===== config.mk =====
export PLATFORM = sky130hd
export DESIGN_NAME = lpm_power_ctrl
export DESIGN_NICKNAME = d
export VERILOG_FILES = /design/src/hw/lpm_pkg.sv /design/src/hw/lpm_wake_if.sv /design/src/hw/lpm_power_ctrl.sv /design/src/hw/lpm_watchdog.sv
export SDC_FILE = /design/constraint.sdc
export NUM_CORES = 1
export LEC_CHECK = 0
export BUFFER_PORTS_ARGS = -buffer_cell sky130_fd_sc_hd__buf_2
export CAP_MARGIN = 20
export CORE_AREA = 4 4 84 86
export DETAILED_ROUTE_END_ITERATION = 8
export DIE_AREA = 0 0 88 90
export HOLD_SLACK_MARGIN = 0.05
export PLACE_DENSITY = 0.7
export SLEW_MARGIN = 15
export SYNTH_ARGS = -nofsm -noshare
export SYNTH_HDL_FRONTEND = slang
export SYNTH_SLANG_ARGS = --single-unit

===== constraint.sdc =====
create_clock -name clk_in -period 2.88 [get_ports clk_in]
set_input_delay 0.288 -clock clk_in [delete_from_list [all_inputs] [get_ports clk_in]]
set_output_delay 0.288 -clock clk_in [all_outputs]
set_load 0.01 [all_outputs]

===== src/hw/lpm_pkg.sv =====
// Package for the low-power mode controller: register map, field layout, timing.
// Assumes a single 25 MHz system clock and an SFR-style byte access port.
package lpm_pkg;
    // ==========================================
    // Register map
    localparam logic [7:0] LPM_PWR_CTRL_ADDR = 8'h87;
    localparam logic [7:0] LPM_PWR_CTRL_RESET = 8'h00;
    localparam int LPM_SLEEP_BIT = 0;
    localparam int LPM_HALT_BIT = 1;
    localparam int LPM_FLAGS_LSB = 2;
    localparam int LPM_FLAGS_W = 6;
    localparam logic [15:0] LPM_RESET_VECTOR = 16'h0000;
    // ==========================================
    // Timing
    localparam int LPM_CLK_MHZ = 25;
    localparam int LPM_LOST_CLK_US = 100;
    localparam int LPM_LOST_CLK_CYCLES = LPM_LOST_CLK_US * LPM_CLK_MHZ;
    localparam int LPM_WDOG_DIV = 12;
    localparam int LPM_WDOG_DIV_W = 4;
    localparam logic [3:0] LPM_WDOG_DIV_LAST = 4'(LPM_WDOG_DIV - 1);
    // ==========================================
    // Power states, one-hot
    typedef enum logic [2:0] {
        LPM_RUN = 3'b001,
        LPM_SLEEP = 3'b010,
        LPM_HALT = 3'b100
    } lpm_state_type;
endpackage


===== src/hw/lpm_wake_if.sv =====
// Interface between the power controller and its watchdog counter.
// Assumes both ends on clk_in.
`timescale 1ns/1ps
interface lpm_wake_if;
    logic tick;
    logic halted;
    logic enable;
    logic expired;
    modport ctrl (output tick, output halted, output enable, input expired);
    modport wdog (input tick, input halted, input enable, output expired);
endinterface


===== src/hw/lpm_power_ctrl.sv =====
// Low-power mode controller: power control register, light sleep and deep halt.
// Assumes the core pulses sfr_wr_in and insn_done_in on clk_in; enables are core logic.
`timescale 1ns/1ps

// Function
// Sleep starts only once the instruction writing the sleep bit completes.
// Light sleep gates only the CPU clock; peripherals keep their clock.
// Light sleep never alters any register or memory content.
// Enabled interrupt clears sleep, resumes CPU, services interrupt, then continues.
// Reset ends light sleep with normal reset sequence, fetch from 0x0000.
// Enabled watchdog keeps counting in sleep and resets on expiry.
// Software follows the sleep-setting instruction with a multi-byte instruction.
// Halt bit enters deep halt after instruction; stops oscillator, CPU, peripherals.
// In deep halt only the lost clock detector stays active.
// Deep halt ends only by reset, never interrupt; restart at 0x0000.
// Enabled lost clock detector resets the chip during deep halt.
// Software disables lost clock detector before halts over 100 us.
// Halt and sleep bits always read as zero.
// Upper six bits are plain software read/write flags.
// Writing both halt and sleep together enters deep halt.
module lpm_power_ctrl
    import lpm_pkg::*;
#(
    parameter int WDOG_W = 16,
    parameter int LOST_CLK_CYCLES = lpm_pkg::LPM_LOST_CLK_CYCLES
) (
    // Clock and reset
    input wire logic clk_in,
    input wire logic rstn_in,
    // SFR access port from the core
    input wire logic [7:0] sfr_addr_in,
    input wire logic sfr_wr_in,
    input wire logic [7:0] sfr_wdata_in,
    output logic [7:0] sfr_rdata_out,
    // Core handshake
    input wire logic insn_done_in,
    input wire logic irq_pending_in,
    // Reset sources
    input wire logic ext_reset_in,
    input wire logic wdog_enable_in,
    input wire logic lost_clk_enable_in,
    // Clock gates and reset request
    output logic cpu_clk_en_out,
    output logic periph_clk_en_out,
    output logic int_osc_en_out,
    output logic sys_reset_out,
    output logic [15:0] reset_vector_out,
    output logic [2:0] power_state_out
);
    import lpm_pkg::*;

    initial begin
        if (LOST_CLK_CYCLES < 2) $error("LOST_CLK_CYCLES too small");
    end

    // ==========================================
    // State
    typedef struct packed {
        lpm_state_type state;
        logic [LPM_FLAGS_W-1:0] flags;
        logic sleep_arm;
        logic halt_arm;
        logic [LPM_WDOG_DIV_W-1:0] div;
        logic [31:0] lost_cnt;
        logic ext_s1;
        logic ext_s2;
        logic reset_req;
        logic [7:0] rdata;
        logic cpu_en;
        logic per_en;
        logic osc_en;
    } lpm_ctrl_type;

    lpm_ctrl_type st_reg;
    lpm_ctrl_type st_next;
    logic wd_tick;
    logic wd_expired;
    logic write_hit;

    lpm_wake_if wake ();

    assign write_hit = sfr_wr_in && (sfr_addr_in == LPM_PWR_CTRL_ADDR);
    assign wake.tick = wd_tick;
    assign wake.halted = (st_reg.state == LPM_HALT);
    assign wake.enable = wdog_enable_in;
    assign wd_expired = wake.expired;
    assign wd_tick = (st_reg.div == LPM_WDOG_DIV_LAST);

    lpm_watchdog #(
        .COUNT_W(WDOG_W)
    ) u_wdog (
        .clk_in(clk_in),
        .rstn_in(rstn_in),
        .wake(wake)
    );

    always_comb begin
        st_next = st_reg;
        st_next.ext_s1 = ext_reset_in;
        st_next.ext_s2 = st_reg.ext_s1;
        st_next.reset_req = 1'b0;
        // Watchdog divider runs on the system clock; it stops with the oscillator
        if (st_reg.state != LPM_HALT) begin
            st_next.div = wd_tick ? '0 : st_reg.div + 1'b1;
        end
        // Register write: flags stored, mode bits only armed
        if (write_hit) begin
            st_next.flags = sfr_wdata_in[LPM_FLAGS_LSB +: LPM_FLAGS_W];
            st_next.halt_arm = st_reg.halt_arm | sfr_wdata_in[LPM_HALT_BIT];
            st_next.sleep_arm = st_reg.sleep_arm | sfr_wdata_in[LPM_SLEEP_BIT];
        end
        case (st_reg.state)
            LPM_RUN: begin
                // Entry waits for the writing instruction to finish
                if (insn_done_in && (st_next.halt_arm || st_next.sleep_arm)) begin
                    st_next.state = st_next.halt_arm ? LPM_HALT : LPM_SLEEP;
                    st_next.halt_arm = 1'b0;
                    st_next.sleep_arm = 1'b0;
                end
            end
            LPM_SLEEP: begin
                if (irq_pending_in) begin
                    st_next.state = LPM_RUN;
                end
            end
            LPM_HALT: begin
                // Interrupts ignored here; only a reset gets out
                if (lost_clk_enable_in) begin
                    st_next.lost_cnt = st_reg.lost_cnt + 32'd1;
                end
            end
            default: begin
                st_next.state = LPM_RUN;
            end
        endcase
        if (st_reg.state != LPM_HALT) begin
            st_next.lost_cnt = '0;
        end
        // Reset sources end either low-power state
        if (st_reg.ext_s2 || wd_expired
            || (st_reg.lost_cnt >= 32'(LOST_CLK_CYCLES - 1))) begin
            st_next.reset_req = 1'b1;
            st_next.state = LPM_RUN;
            st_next.lost_cnt = '0;
            st_next.halt_arm = 1'b0;
            st_next.sleep_arm = 1'b0;
        end
        st_next.cpu_en = (st_next.state == LPM_RUN);
        st_next.per_en = (st_next.state != LPM_HALT);
        st_next.osc_en = (st_next.state != LPM_HALT);
        // Mode bits always read back as zero
        st_next.rdata = {st_next.flags, 2'b00};
    end

    // Storage elsewhere is untouched: this block only gates clocks
    always_ff @(posedge clk_in or negedge rstn_in) begin
        if (!rstn_in) begin
            st_reg.state <= LPM_RUN;
            st_reg.flags <= LPM_PWR_CTRL_RESET[LPM_FLAGS_LSB +: LPM_FLAGS_W];
            st_reg.sleep_arm <= 1'b0;
            st_reg.halt_arm <= 1'b0;
            st_reg.div <= '0;
            st_reg.lost_cnt <= '0;
            st_reg.ext_s1 <= 1'b0;
            st_reg.ext_s2 <= 1'b0;
            st_reg.reset_req <= 1'b0;
            st_reg.rdata <= LPM_PWR_CTRL_RESET;
            st_reg.cpu_en <= 1'b1;
            st_reg.per_en <= 1'b1;
            st_reg.osc_en <= 1'b1;
        end else begin
            st_reg <= st_next;
        end
    end

    assign sfr_rdata_out = st_reg.rdata;
    assign cpu_clk_en_out = st_reg.cpu_en;
    assign periph_clk_en_out = st_reg.per_en;
    assign int_osc_en_out = st_reg.osc_en;
    assign sys_reset_out = st_reg.reset_req;
    assign reset_vector_out = LPM_RESET_VECTOR;
    assign power_state_out = st_reg.state;

    // Cycles halted with the detector on; a counter stands in for a long delay range
    logic [31:0] lost_watch_reg;

    always_ff @(posedge clk_in or negedge rstn_in) begin
        if (!rstn_in) begin
            lost_watch_reg <= '0;
        end else if (st_reg.state == LPM_HALT && lost_clk_enable_in) begin
            lost_watch_reg <= lost_watch_reg + 32'd1;
        end else begin
            lost_watch_reg <= '0;
        end
    end
endmodule // lpm_power_ctrl


===== src/hw/lpm_watchdog.sv =====
// Watchdog counter: counts divided-clock ticks, stops while the chip is halted.
// Assumes tick is a one-cycle enable from the controller's divider.
`timescale 1ns/1ps
module lpm_watchdog #(
    parameter int COUNT_W = 16
) (
    // Clock and reset
    input wire logic clk_in,
    input wire logic rstn_in,
    // Controller side
    lpm_wake_if.wdog wake
);
    import lpm_pkg::*;

    initial begin
        if (COUNT_W < 2) $error("COUNT_W too small");
    end

    typedef struct packed {
        logic [COUNT_W-1:0] count;
        logic expired;
    } lpm_wd_type;

    lpm_wd_type st_reg;
    lpm_wd_type st_next;

    always_comb begin
        st_next = st_reg;
        st_next.expired = 1'b0;
        if (!wake.enable) begin
            st_next.count = '0;
        end else if (wake.tick && !wake.halted) begin
            if (&st_reg.count) begin
                st_next.expired = 1'b1;
                st_next.count = '0;
            end else begin
                st_next.count = st_reg.count + 1'b1;
            end
        end
    end

    always_ff @(posedge clk_in or negedge rstn_in) begin
        if (!rstn_in) begin
            st_reg <= '0;
        end else begin
            st_reg <= st_next;
        end
    end

    assign wake.expired = st_reg.expired;
endmodule // lpm_watchdog


## After elaboration in Yosys (flattened, before gate mapping)

Index checks and enable logic that the tools add are counted.

- Add/sub/neg operators: 3
- Order comparisons: 1
- Eq/ne operators: 9
- Mux-type cells: 20
- Bitwise gates (word level): 2
- Reductions and logical operators: 11

Operator list:

| cell | count |
|---|---|
| two-way mux 32 bit | 4 |
| adder 32 x 1 -> 32 bit, second input constant | 1 |
| >= comparator 32 x 12 -> 1 bit, second input constant | 1 |
| two-way mux 16 bit | 2 |
| two-way mux 17 bit | 1 |
| adder 16 x 1 -> 16 bit, second input constant | 1 |
| AND reduction 16 bit | 1 |
| two-way mux 3 bit | 4 |
| case mux 3 bit (3 select lines) | 1 |
| equality test 8 bit, second input constant | 1 |
| two-way mux 2 bit | 4 |
| equality test 3 x 1 -> 1 bit, second input constant | 2 |
| != test 3 bit, second input constant | 2 |
| nonzero test 3 bit | 2 |
| adder 4 x 1 -> 4 bit, second input constant | 1 |
| equality test 4 bit, second input constant | 1 |
| two-way mux 4 bit | 1 |
| equality test 3 x 2 -> 1 bit, second input constant | 1 |
| equality test 3 bit, second input constant | 1 |
| logical AND 1 bit | 3 |
| logical OR 1 bit | 3 |
| two-way mux 1 bit | 3 |
| != test 2 x 1 -> 1 bit, second input constant | 1 |
| OR 1 bit | 2 |
| 2 further kinds | 2 |

- Register bits: 69
- Input port bits: 24
- Output and inout bits: 31
- Logic and storage cells: 59

## Longest topological paths before layout

Gate-level depths: netlist of the first run.

- Depth in word-level cells: 9
- Gate-level depth with buffers: 7
- Mapped depth without buffers: 6

## Hierarchy

Synthesis of the first run repeated with hierarchy kept, for this count alone.

- Cell total of the unflattened synthesis: 298
- Area, all modules: 3,234.4 um^2

Modules (own cells, without submodules):

| module | times used | cells an instance | area an instance (um^2) | seq. area each (um^2) |
|---|---|---|---|---|
| lpm_power_ctrl | 1 | 191 | 2,258.4 | 1,305.0 |
| lpm_watchdog | 1 | 107 | 975.9 | 425.4 |

## Least setup slack after synthesis of the first run

OpenSTA, ideal clock, no wires.

- Path kind: register -> register
- Start point: register st_reg[14] (netlist name)
- End point: register st_reg, in the netlist power_state_out[2]
- Library setup time: 0.066 ns
- Data arrival time: 2.136 ns
- Required time: 2.814 ns
- Setup slack: 0.678 ns
- Stages on the path, launching flop included: 8
- Buffers on the path: 1
- Period minus slack after synthesis: 2.202 ns
- Path through: dfrtp_1 ha_1 or4_4 o211ai_2 or3b_1 buf_2 a221o_1 o21ba_1

RTL lines:

| what | RTL line | text |
|---|---|---|
| from (decl) | lpm_power_ctrl.sv:74 | `lpm_ctrl_type st_reg;` |
| from (signal assigned) | lpm_power_ctrl.sv:172 | `st_reg <= st_next;` |

==> results by group, run 1 <==
Status
  – Run status: finished clean

Critical path
  – Worst Path Max Fanout: 6
  – Worst r2r dst: power_state_out[2]
  – CP Buf/Inv Count: 0
  – Beginning of the critical path: st_reg[14]
  – Critical path cell sequence: ha_1, or4_4, o211ai_2, or3b_1, a221o_1, o21ba_1
  – Startpoint Class: flop
  – Critical path data required time: 3.16 ns
  – Worst Path Arrival: 2.56 ns
  – Crit. End Element: flop
  – Worst setup endpoint: power_state_out[2]
  – Worst path top cell family by delay: simple AND/OR/NAND/NOR gates
  – R2R cell count: 6
  – Crit. path cell count: 6
  – Critical path type: flop to flop
  – Critical path's slowest cell: or3b_1
  – Crit-path max cell delay: 0.46 ns
  – Worst r2r src: st_reg[14]
  – R2R setup slack: 0.59 ns

Timing
  – Fin. max-slew vios: 0
  – Layout Skew: 0.00707 ns
  – Max frequency: about 440 MHz
  – Setup-failing EPs final: 0
  – Setup TNS: 0 ns
  – Min cycle time layout: between 2 and 2.5 ns
  – Final worst path period share: between 70% and 80%
  – RSZ-0062 raised after global routing: false
  – Worst rel slew slack: 47.4%
  – Worst-Margin Slew: 0.788 ns
  – Endpoints failing hold: 0
  – Setup ws final: around 0.59 ns

Floorplanning
  – # IOs: 55
  – Starting density of the core: about half
  – Die Area: between 0.007 and 0.008 mm2
  – Die Span Y: approximately 90 um
  – CORE AREA: 0.00628 mm2
  – FP Rows: 29
  – Chip Width: around 90 um

Logic synthesis
  – Ys flop type: dfrtp_1
  – Synth Register Bits: between 60 and 70
  – Yosys synthesis warning count: 0
  – Ys async rst share: between 90% and 100%
  – Post-synth cell types: between 50 and 60
  – Avg Cell Area, Syn: approximately 11 um2
  – Post-synthesis cell area: 0.00309 mm2
  – Cells after Synth: ~280
  – Seq/Total Area, Yosys: approximately 56%
  – Post-synth EDFFs: 0

Clocking
  – Worst-Skew Late Latency: roughly 0.34 ns
  – Num CTS Buffers: 9
  – Cts repair resizes: 0
  – Clk buf depth: 2
  – Hold-fix buffer count after cts: 2
  – Clock tree root buffer cell: clkbuf_8
  – Postcts setup bufs: 0
  – CTS tree: built
  – CTS Sinks: just under 70
  – Clk slew on worst S/H paths: 0.07 ns
  – H-tree depth: 3

Placement
  – RePlAce Congestion: around 0.78
  – Placed Instances: a little under 400
  – Port Buffers: 36
  – DP Worst Slack: roughly 0.59 ns
  – Dpl hpwl: 3720 um
  – Placed Area: around 0.0033 mm2

Routing
  – WL final: a little over 5000 um
  – Detailed Routing Iterations Pass 1: 4
  – Wirelength per Cell: 12.4 um
  – # DRC: 0
  – Via count: between 2k and 2.5k
  – Antenna Nets Post-Route: 0
  – DRT iter0 DRCs: between 90 and 100
  – DR vias/cell: 4.99

Final layout
  – Number of flip-flops under the largest register name: 39
  – Finished Layout Cells: between 400 and 500
  – Ant. Diodes: 0
  – Post-route cell area: between 0.003 and 0.004 mm2
  – Fin nets: between 300 and 400
  – Area Growth Syn to Fin: 14.0%
  – Proportion of layout cells with a drive suffix above 1: between 20% and 30%
  – Most frequent cells in the layout: 66 x dfrtp_1, 38 x conb_1, 36 x buf_2, 25 x nor2_1, 24 x nand2_1
  – # fillers: 566
  – Most common cell after layout, fill and taps aside: dfrtp_1

Flow run
  – Total of max-cap violations: 0

Power
  – Part of the power in registers: roughly 55%
  – Sw Ratio: ~22%
  – Switching Power: 396 uW
  – Clock power frac: 41.0%
  – Power per cell area: slightly above 500 mW/mm2
  – Cell leakage power: around 0.0016 uW
  – Part of the power in combinational logic: about 4.2%
  – Worst vdd ir: 0.245 mV
  – P_int: ~1400 uW

GRT
  – Largest net degree at the start of global routing: 36
  – Congestion Overflow GR: 0
  – Global-route wire length before repair: a little under 9000 um
  – Tot GR Track Use: 14.3%
  – Antenna violations before repair: 0
  – Vias in the first global route: slightly above 2k

Min path
  – Hold crit path type: input pin to flop
==> how the worst min path moves through the flow <==
stage          slack [ns]            start  depth (start not counted)                  to
2_1_floorplan      -0.008          rstn_in                          0  power_state_out[1]
3_3_place_gp         0.33      st_next[12]                          0          st_reg[12]
3_5_place_dp         0.34      st_next[12]                          0          st_reg[12]
4_1_cts              0.15  sfr_wdata_in[2]                          2    sfr_rdata_out[2]
5_1_grt              0.16  sfr_wdata_in[2]                          2    sfr_rdata_out[2]
6_report             0.17  sfr_wdata_in[2]                          2    sfr_rdata_out[2]
==> synthesized netlist by cell type, types with 2 or more instances <==
cell      count  share of area (%)
dfstp_2       3                2.6
nand4_1      11                2.2
and2_1        5                1.0
a21oi_1       5               0.81
buf_4        28                6.8
nand2_1      24                2.9
nor2_1       25                3.0
dfrtp_1      66                 54
xor2_1       10                2.8
clkbuf_1      2               0.24
nor4_1        7                1.4
a221o_1       2               0.65
a31oi_1       2               0.41
nor2b_1       2               0.41
a21o_1        2               0.49
o211ai_1      2               0.49
nand3b_1      3               0.73
ha_1          3                1.2
nand2b_1      2               0.41
or4_1         2               0.49
xnor2_1       9                2.6
mux2_2        6                2.2
nand3_1      11                1.8
nor3_1        6               0.97
o21ai_0       6               0.97
a41oi_1       2               0.57
nor3b_1       2               0.49
==> area by class of cell <==
cell class	count	area (um2)	area share (%)
flip-flops and latches	69	1730	49.2
multi-input cells	212	1270	36.1
repair buffers	40	228	6.47
clock buffers	15	186	5.30
well taps	77	96.3	2.74
clock inverters	1	5.00	0.142
inverters	1	3.75	0.107
==> metrics by stage <==
| stage | util (%) | hold WS [ns] | power, uW |
|---|---|---|---|
| 4_1_cts | 56.0 | 0.154 | 1840 |
| 6_report | 56.0 | 0.167 | 1820 |
| 3_3_place_gp | 52.7 | 0.333 | 1090 |
| 3_5_place_dp | 52.7 | 0.343 | 1090 |
| 2_1_floorplan | - | -0.00759 | 1070 |
| 5_1_grt | 56.0 | 0.155 | 1900 |
==> per-layer routing <==
metal / track usage, % / wire length (um) / vias up
met5: 0 / 0 / -
met4: 6.14 / 75 / 0
li1: - / - / 1022
met3: 4.11 / 287 / 9
met2: 21.9 / 2470 / 50
met1: 18.8 / 2320 / 991
==> cell families (layout without fill, tap and decap cells) <==
kind of cell	count (synthesis)	count (layout)	synth area share, %
fa+ha+maj	3	3	1.22
flops	69	69	56.1
buf+inv	32	57	7.34
compound gates	31	31	7.13
simple gates	113	113	19.9
xor+xnor	19	19	5.39
mux	8	8	2.88
other cells	1	38	0.121
==> worst reg2reg max path, stage by stage, from the launching register on <==
cell and delay (ns):
dfrtp_1 0.41, ha_1 0.23, or4_4 0.42, o211ai_2 0.18, or3b_1 0.46, a221o_1 0.32
o21ba_1 0.22
==> power groups by stage <==
stage	Clock (uW)	Sequential, uW	Combinational [uW]
finish	746	996	77.1
CTS	766	996	78.3
floorplan	0	1010	53.9
global placement	0	1010	74.6
detailed placement	0	1010	76.2
global route	813	997	89.9
Note: power is estimated with default switching activity, not from simulation.
==> run 2, diff against run 1 <==
--- a/config.mk
+++ b/config.mk
@@ -5,13 +5,14 @@
 export SDC_FILE = /design/constraint.sdc
 export NUM_CORES = 1
 export LEC_CHECK = 0
+export ABC_AREA = 1
 export BUFFER_PORTS_ARGS = -buffer_cell sky130_fd_sc_hd__buf_2
 export CAP_MARGIN = 20
-export CORE_AREA = 4 4 84 86
+export CORE_AREA = 4 4 87 89
 export DETAILED_ROUTE_END_ITERATION = 8
-export DIE_AREA = 0 0 88 90
+export DIE_AREA = 0 0 91 93
 export HOLD_SLACK_MARGIN = 0.05
-export PLACE_DENSITY = 0.7
+export PLACE_DENSITY = 0.73
 export SLEW_MARGIN = 15
 export SYNTH_ARGS = -nofsm -noshare
 export SYNTH_HDL_FRONTEND = slang
==> constraint.sdc (replaced) <==
create_clock -name clk_in -period 1.9 [get_ports clk_in]
set_input_delay 0.19 -clock clk_in [delete_from_list [all_inputs] [get_ports clk_in]]
set_output_delay 0.19 -clock clk_in [all_outputs]
set_load 0.01 [all_outputs]
==> results by group, run 2 <==
Timing
  – Setup-failing EPs final: 0 (unchanged)
  – Max frequency: 605 MHz (+38%)
  – Min cycle time layout: 1.65 ns (-0.634 ns)
  – Worst rel slew slack: 63.1% (+16 points)
  – Worst-Margin Slew: 0.553 ns (-0.235 ns)
  – Final worst path period share: 87.0% (+7.6 points)
  – Fin. max-slew vios: 0 (unchanged)
  – Endpoints failing hold: 0 (unchanged)
  – Layout Skew: 0.00681 ns (-0.000259 ns)
  – RSZ-0062 raised after global routing: false
  – Setup TNS: 0 ns (unchanged)

Power
  – Part of the power in combinational logic: 4.3% (about the same)
  – Sw Ratio: 20.6% (-1.2 points)
  – Tot Pwr: 3090 uW (+70%)
  – Power per cell area: 806 mW/mm2 (+56%)
  – Cell leakage power: 0.00177 uW (+8.0%)
  – Switching Power: 637 uW (+61%)
  – Worst vdd ir: 0.528 mV (+120%)
  – Part of the power in registers: 48.9% (-5.9 points)
  – P_int: 2450 uW (+72%)
  – Clock power frac: 46.9% (+5.9 points)

Final layout
  – Fin nets: 440 (+22%)
  – Ant. Diodes: 0 (unchanged)
  – Finished Layout Cells: 498 (+20%)
  – Most frequent cells in the layout: 66 x nand2_1, 66 x dfrtp_1, 46 x nor2_1, 38 x conb_1, 36 x buf_2
  – Proportion of layout cells with a drive suffix above 1: 21.3% (+0.88 points)
  – Number of flip-flops under the largest register name: 39 (unchanged)
  – Area Growth Syn to Fin: 14.3%

Critical path
  – Critical path data required time: 2.12 ns (-1.04 ns)
  – Worst path top cell family by delay: simple AND/OR/NAND/NOR gates
  – Worst Path Arrival: 1.87 ns (-0.69 ns)
  – Worst Path Max Fanout: 11 (+5)
  – Critical path type: flop to flop
  – CP Buf/Inv Count: 0 (unchanged)
  – Critical path's slowest cell: dfrtp_1
  – Crit. End Element: flop
  – Startpoint Class: flop
  – Crit-path max cell delay: 0.38 ns (-0.08 ns)
  – Critical path cell sequence: ha_1, nand3_2, nor2_4, nand3b_4, nor2_8, nand3_4, nand2_4, o21ai_0

Floorplanning
  – Die Area: 0.00846 mm2 (+6.9%)
  – Chip Width: 91 um (+3.4%)
  – FP Rows: 30 (+3.4%)
  – CORE AREA: 0.00676 mm2 (+7.6%)
  – # IOs: 55 (unchanged)
  – Starting density of the core: 49.6% (+0.46 points)
  – Die Span Y: 93 um (+3.3%)

Logic synthesis
  – Largest cells by area after synthesis: dfrtp_1 49%, nand2_1 7.4%, buf_4 6.3%
  – Cells after Synth: 355 (+29%)
  – Synth top area share: 49.3% (-4.3 points)
  – Ys async rst share: 100% (unchanged)
  – Post-synth EDFFs: 0 (unchanged)
  – Post-synthesis cell area: 0.00335 mm2 (+8.6%)
  – Avg Cell Area, Syn: 9.45 um2 (-16%)
  – Post-synth cell types: 40 (-27%)
  – Synth area leader: dfrtp_1
  – Ys flop type: dfrtp_1
  – Synth cell count leaders: 66 x dfrtp_1, 66 x nand2_1, 46 x nor2_1
  – Yosys synthesis warning count: 0 (unchanged)
  – Synth Register Bits: 69 (unchanged)
  – Seq/Total Area, Yosys: 51.6% (-4.5 points)

Clocking
  – CTS Sinks: 69 (unchanged)
  – Postcts setup bufs: 0 (unchanged)
  – Clock tree root buffer cell: clkbuf_8
  – H-tree depth: 3 (unchanged)
  – Clk buf depth: 2 (unchanged)
  – Worst-Skew Late Latency: 0.34 ns (about the same)
  – Clk slew on worst S/H paths: 0.07 ns (about the same)
  – CTS tree: built
  – Num CTS Buffers: 9 (unchanged)

GRT
  – Tot GR Track Use: 14.8% (+0.53 points)
  – Global-route wire length before repair: 10000 um (+12%)
  – Antenna violations before repair: 0 (unchanged)
  – Vias in the first global route: 2383 (+18%)
  – Congestion Overflow GR: 0 (unchanged)
  – Largest net degree at the start of global routing: 48 (+33%)

Placement
  – Placed Instances: 480 (+21%)
  – Port Buffers: 36 (unchanged)
  – RePlAce Congestion: 0.875 (+12%)
  – Dpl hpwl: 4170 um (+12%)

Routing
  – # DRC: 0 (unchanged)
  – Antenna Nets Post-Route: 0 (unchanged)
  – DR vias/cell: 4.76 (-4.7%)
  – WL final: 5660 um (+9.8%)
  – Via count: 2369 (+14%)
  – DRT iter0 DRCs: 67 (-32%)
  – Wirelength per Cell: 11.4 um (-8.5%)
  – Detailed Routing Iterations Pass 1: 4 (unchanged)

Min path
  – Hold crit path type: input pin to flop

Flow run
  – Total of max-cap violations: 0 (unchanged)

Status
  – Run status: finished clean
run 2: changes by cell type after synthesis, moves of 5 or more:
cell | previous run | this run
inv_1 | 1 | 27
o21ai_1 | 1 | 6
nor4_1 | 7 | 1
mux2_2 | 6 | 0
o22ai_2 | 0 | 6
nand3_1 | 11 | 23
xnor2_1 | 9 | 2
nand2_1 | 24 | 66
nor2_1 | 25 | 46
inv_2 | 0 | 6
run 2: worst min-delay path, stage by stage:
cell and delay, ns:
buf_2 0.07, nand3_1 0.06, nand2_1 0.06
run 2: power groups by stage:
| stage | logic, uW | registers (uW) | clock network (uW) |
|---|---|---|---|
| finish | 132 | 1510 | 1450 |
| global route | 152 | 1510 | 1560 |
| CTS | 133 | 1510 | 1490 |
| detailed placement | 130 | 1540 | 0 |
| global placement | 128 | 1540 | 0 |
| floorplan | 92.8 | 1540 | 0 |
run 2: cell families (layout without fill, tap and decap cells):
family | count (synthesis) | in the layout | share of synthesized area (%)
adders and majority gates | 3 | 3 | 1.12
DFF | 69 | 69 | 51.6
and+or+nand+nor | 171 | 171 | 25.4
xor gates and xnor gates | 14 | 14 | 3.66
buffers and inverters | 63 | 89 | 10.7
AOI/OAI and AO/OA | 34 | 34 | 7.43
other | 1 | 38 | 0.112
run 2: path summary, 6_finish.rpt:
kind / start / to / depth (start not counted) / slack [ns]
setup / recovery: u_wdog.st_reg[1] / u_wdog.st_reg[1] / 8 / 0.25
hold / removal: sfr_wdata_in[2] / sfr_rdata_out[2] / 3 / 0.08
setup reg to reg: u_wdog.st_reg[1] / u_wdog.st_reg[1] / 8 / 0.25
hold reg to reg: st_next[12] / st_reg[12] / 0 / 0.37
max in group asynchronous: rstn_in / int_osc_en_out / 3 / 0.83
min in group asynchronous: rstn_in / st_reg[30] / 2 / 0.37
run 2: stage by stage:
stage	area, um2	hold slack [ns]	utilization [%]	setup WS (ns)
finish	3830	0.0781	56.7	0.247
global route	3830	0.0703	56.7	0.118
CTS	3830	0.0580	56.7	0.238
detailed placement	3560	0.210	52.8	0.259
global placement	3560	0.207	52.8	0.314
floorplan	3490	-0.106	-	0.391
run 2: what timing repair did:
action | 4_1_cts | 5_1_grt
endpoints found under the hold margin | 23 | 0
resized for setup | 0 | 0
hold buffers | 2 | 0
run 2: area by class of cell:
class | count | area (um2)
Fill cell | 619 | 2920
Sequential cell | 69 | 1730
Multi-Input combinational cell | 260 | 1400
Timing Repair Buffer | 40 | 228
Clock buffer | 11 | 141
Inverter | 33 | 124
Clock inverter | 5 | 106
Tap cell | 80 | 100
run 2: metal layers:
| metal | share of wire (%) | track usage [%] | vias up |
|---|---|---|---|
| met1 | 43 | 16.2 | 1114 |
| met3 | 4.0 | 4.75 | 11 |
| met4 | 2.0 | 6.66 | 0 |
| met5 | 0 | 0 | - |
| li1 | - | - | 1204 |
| met2 | 51 | 26.4 | 40 |
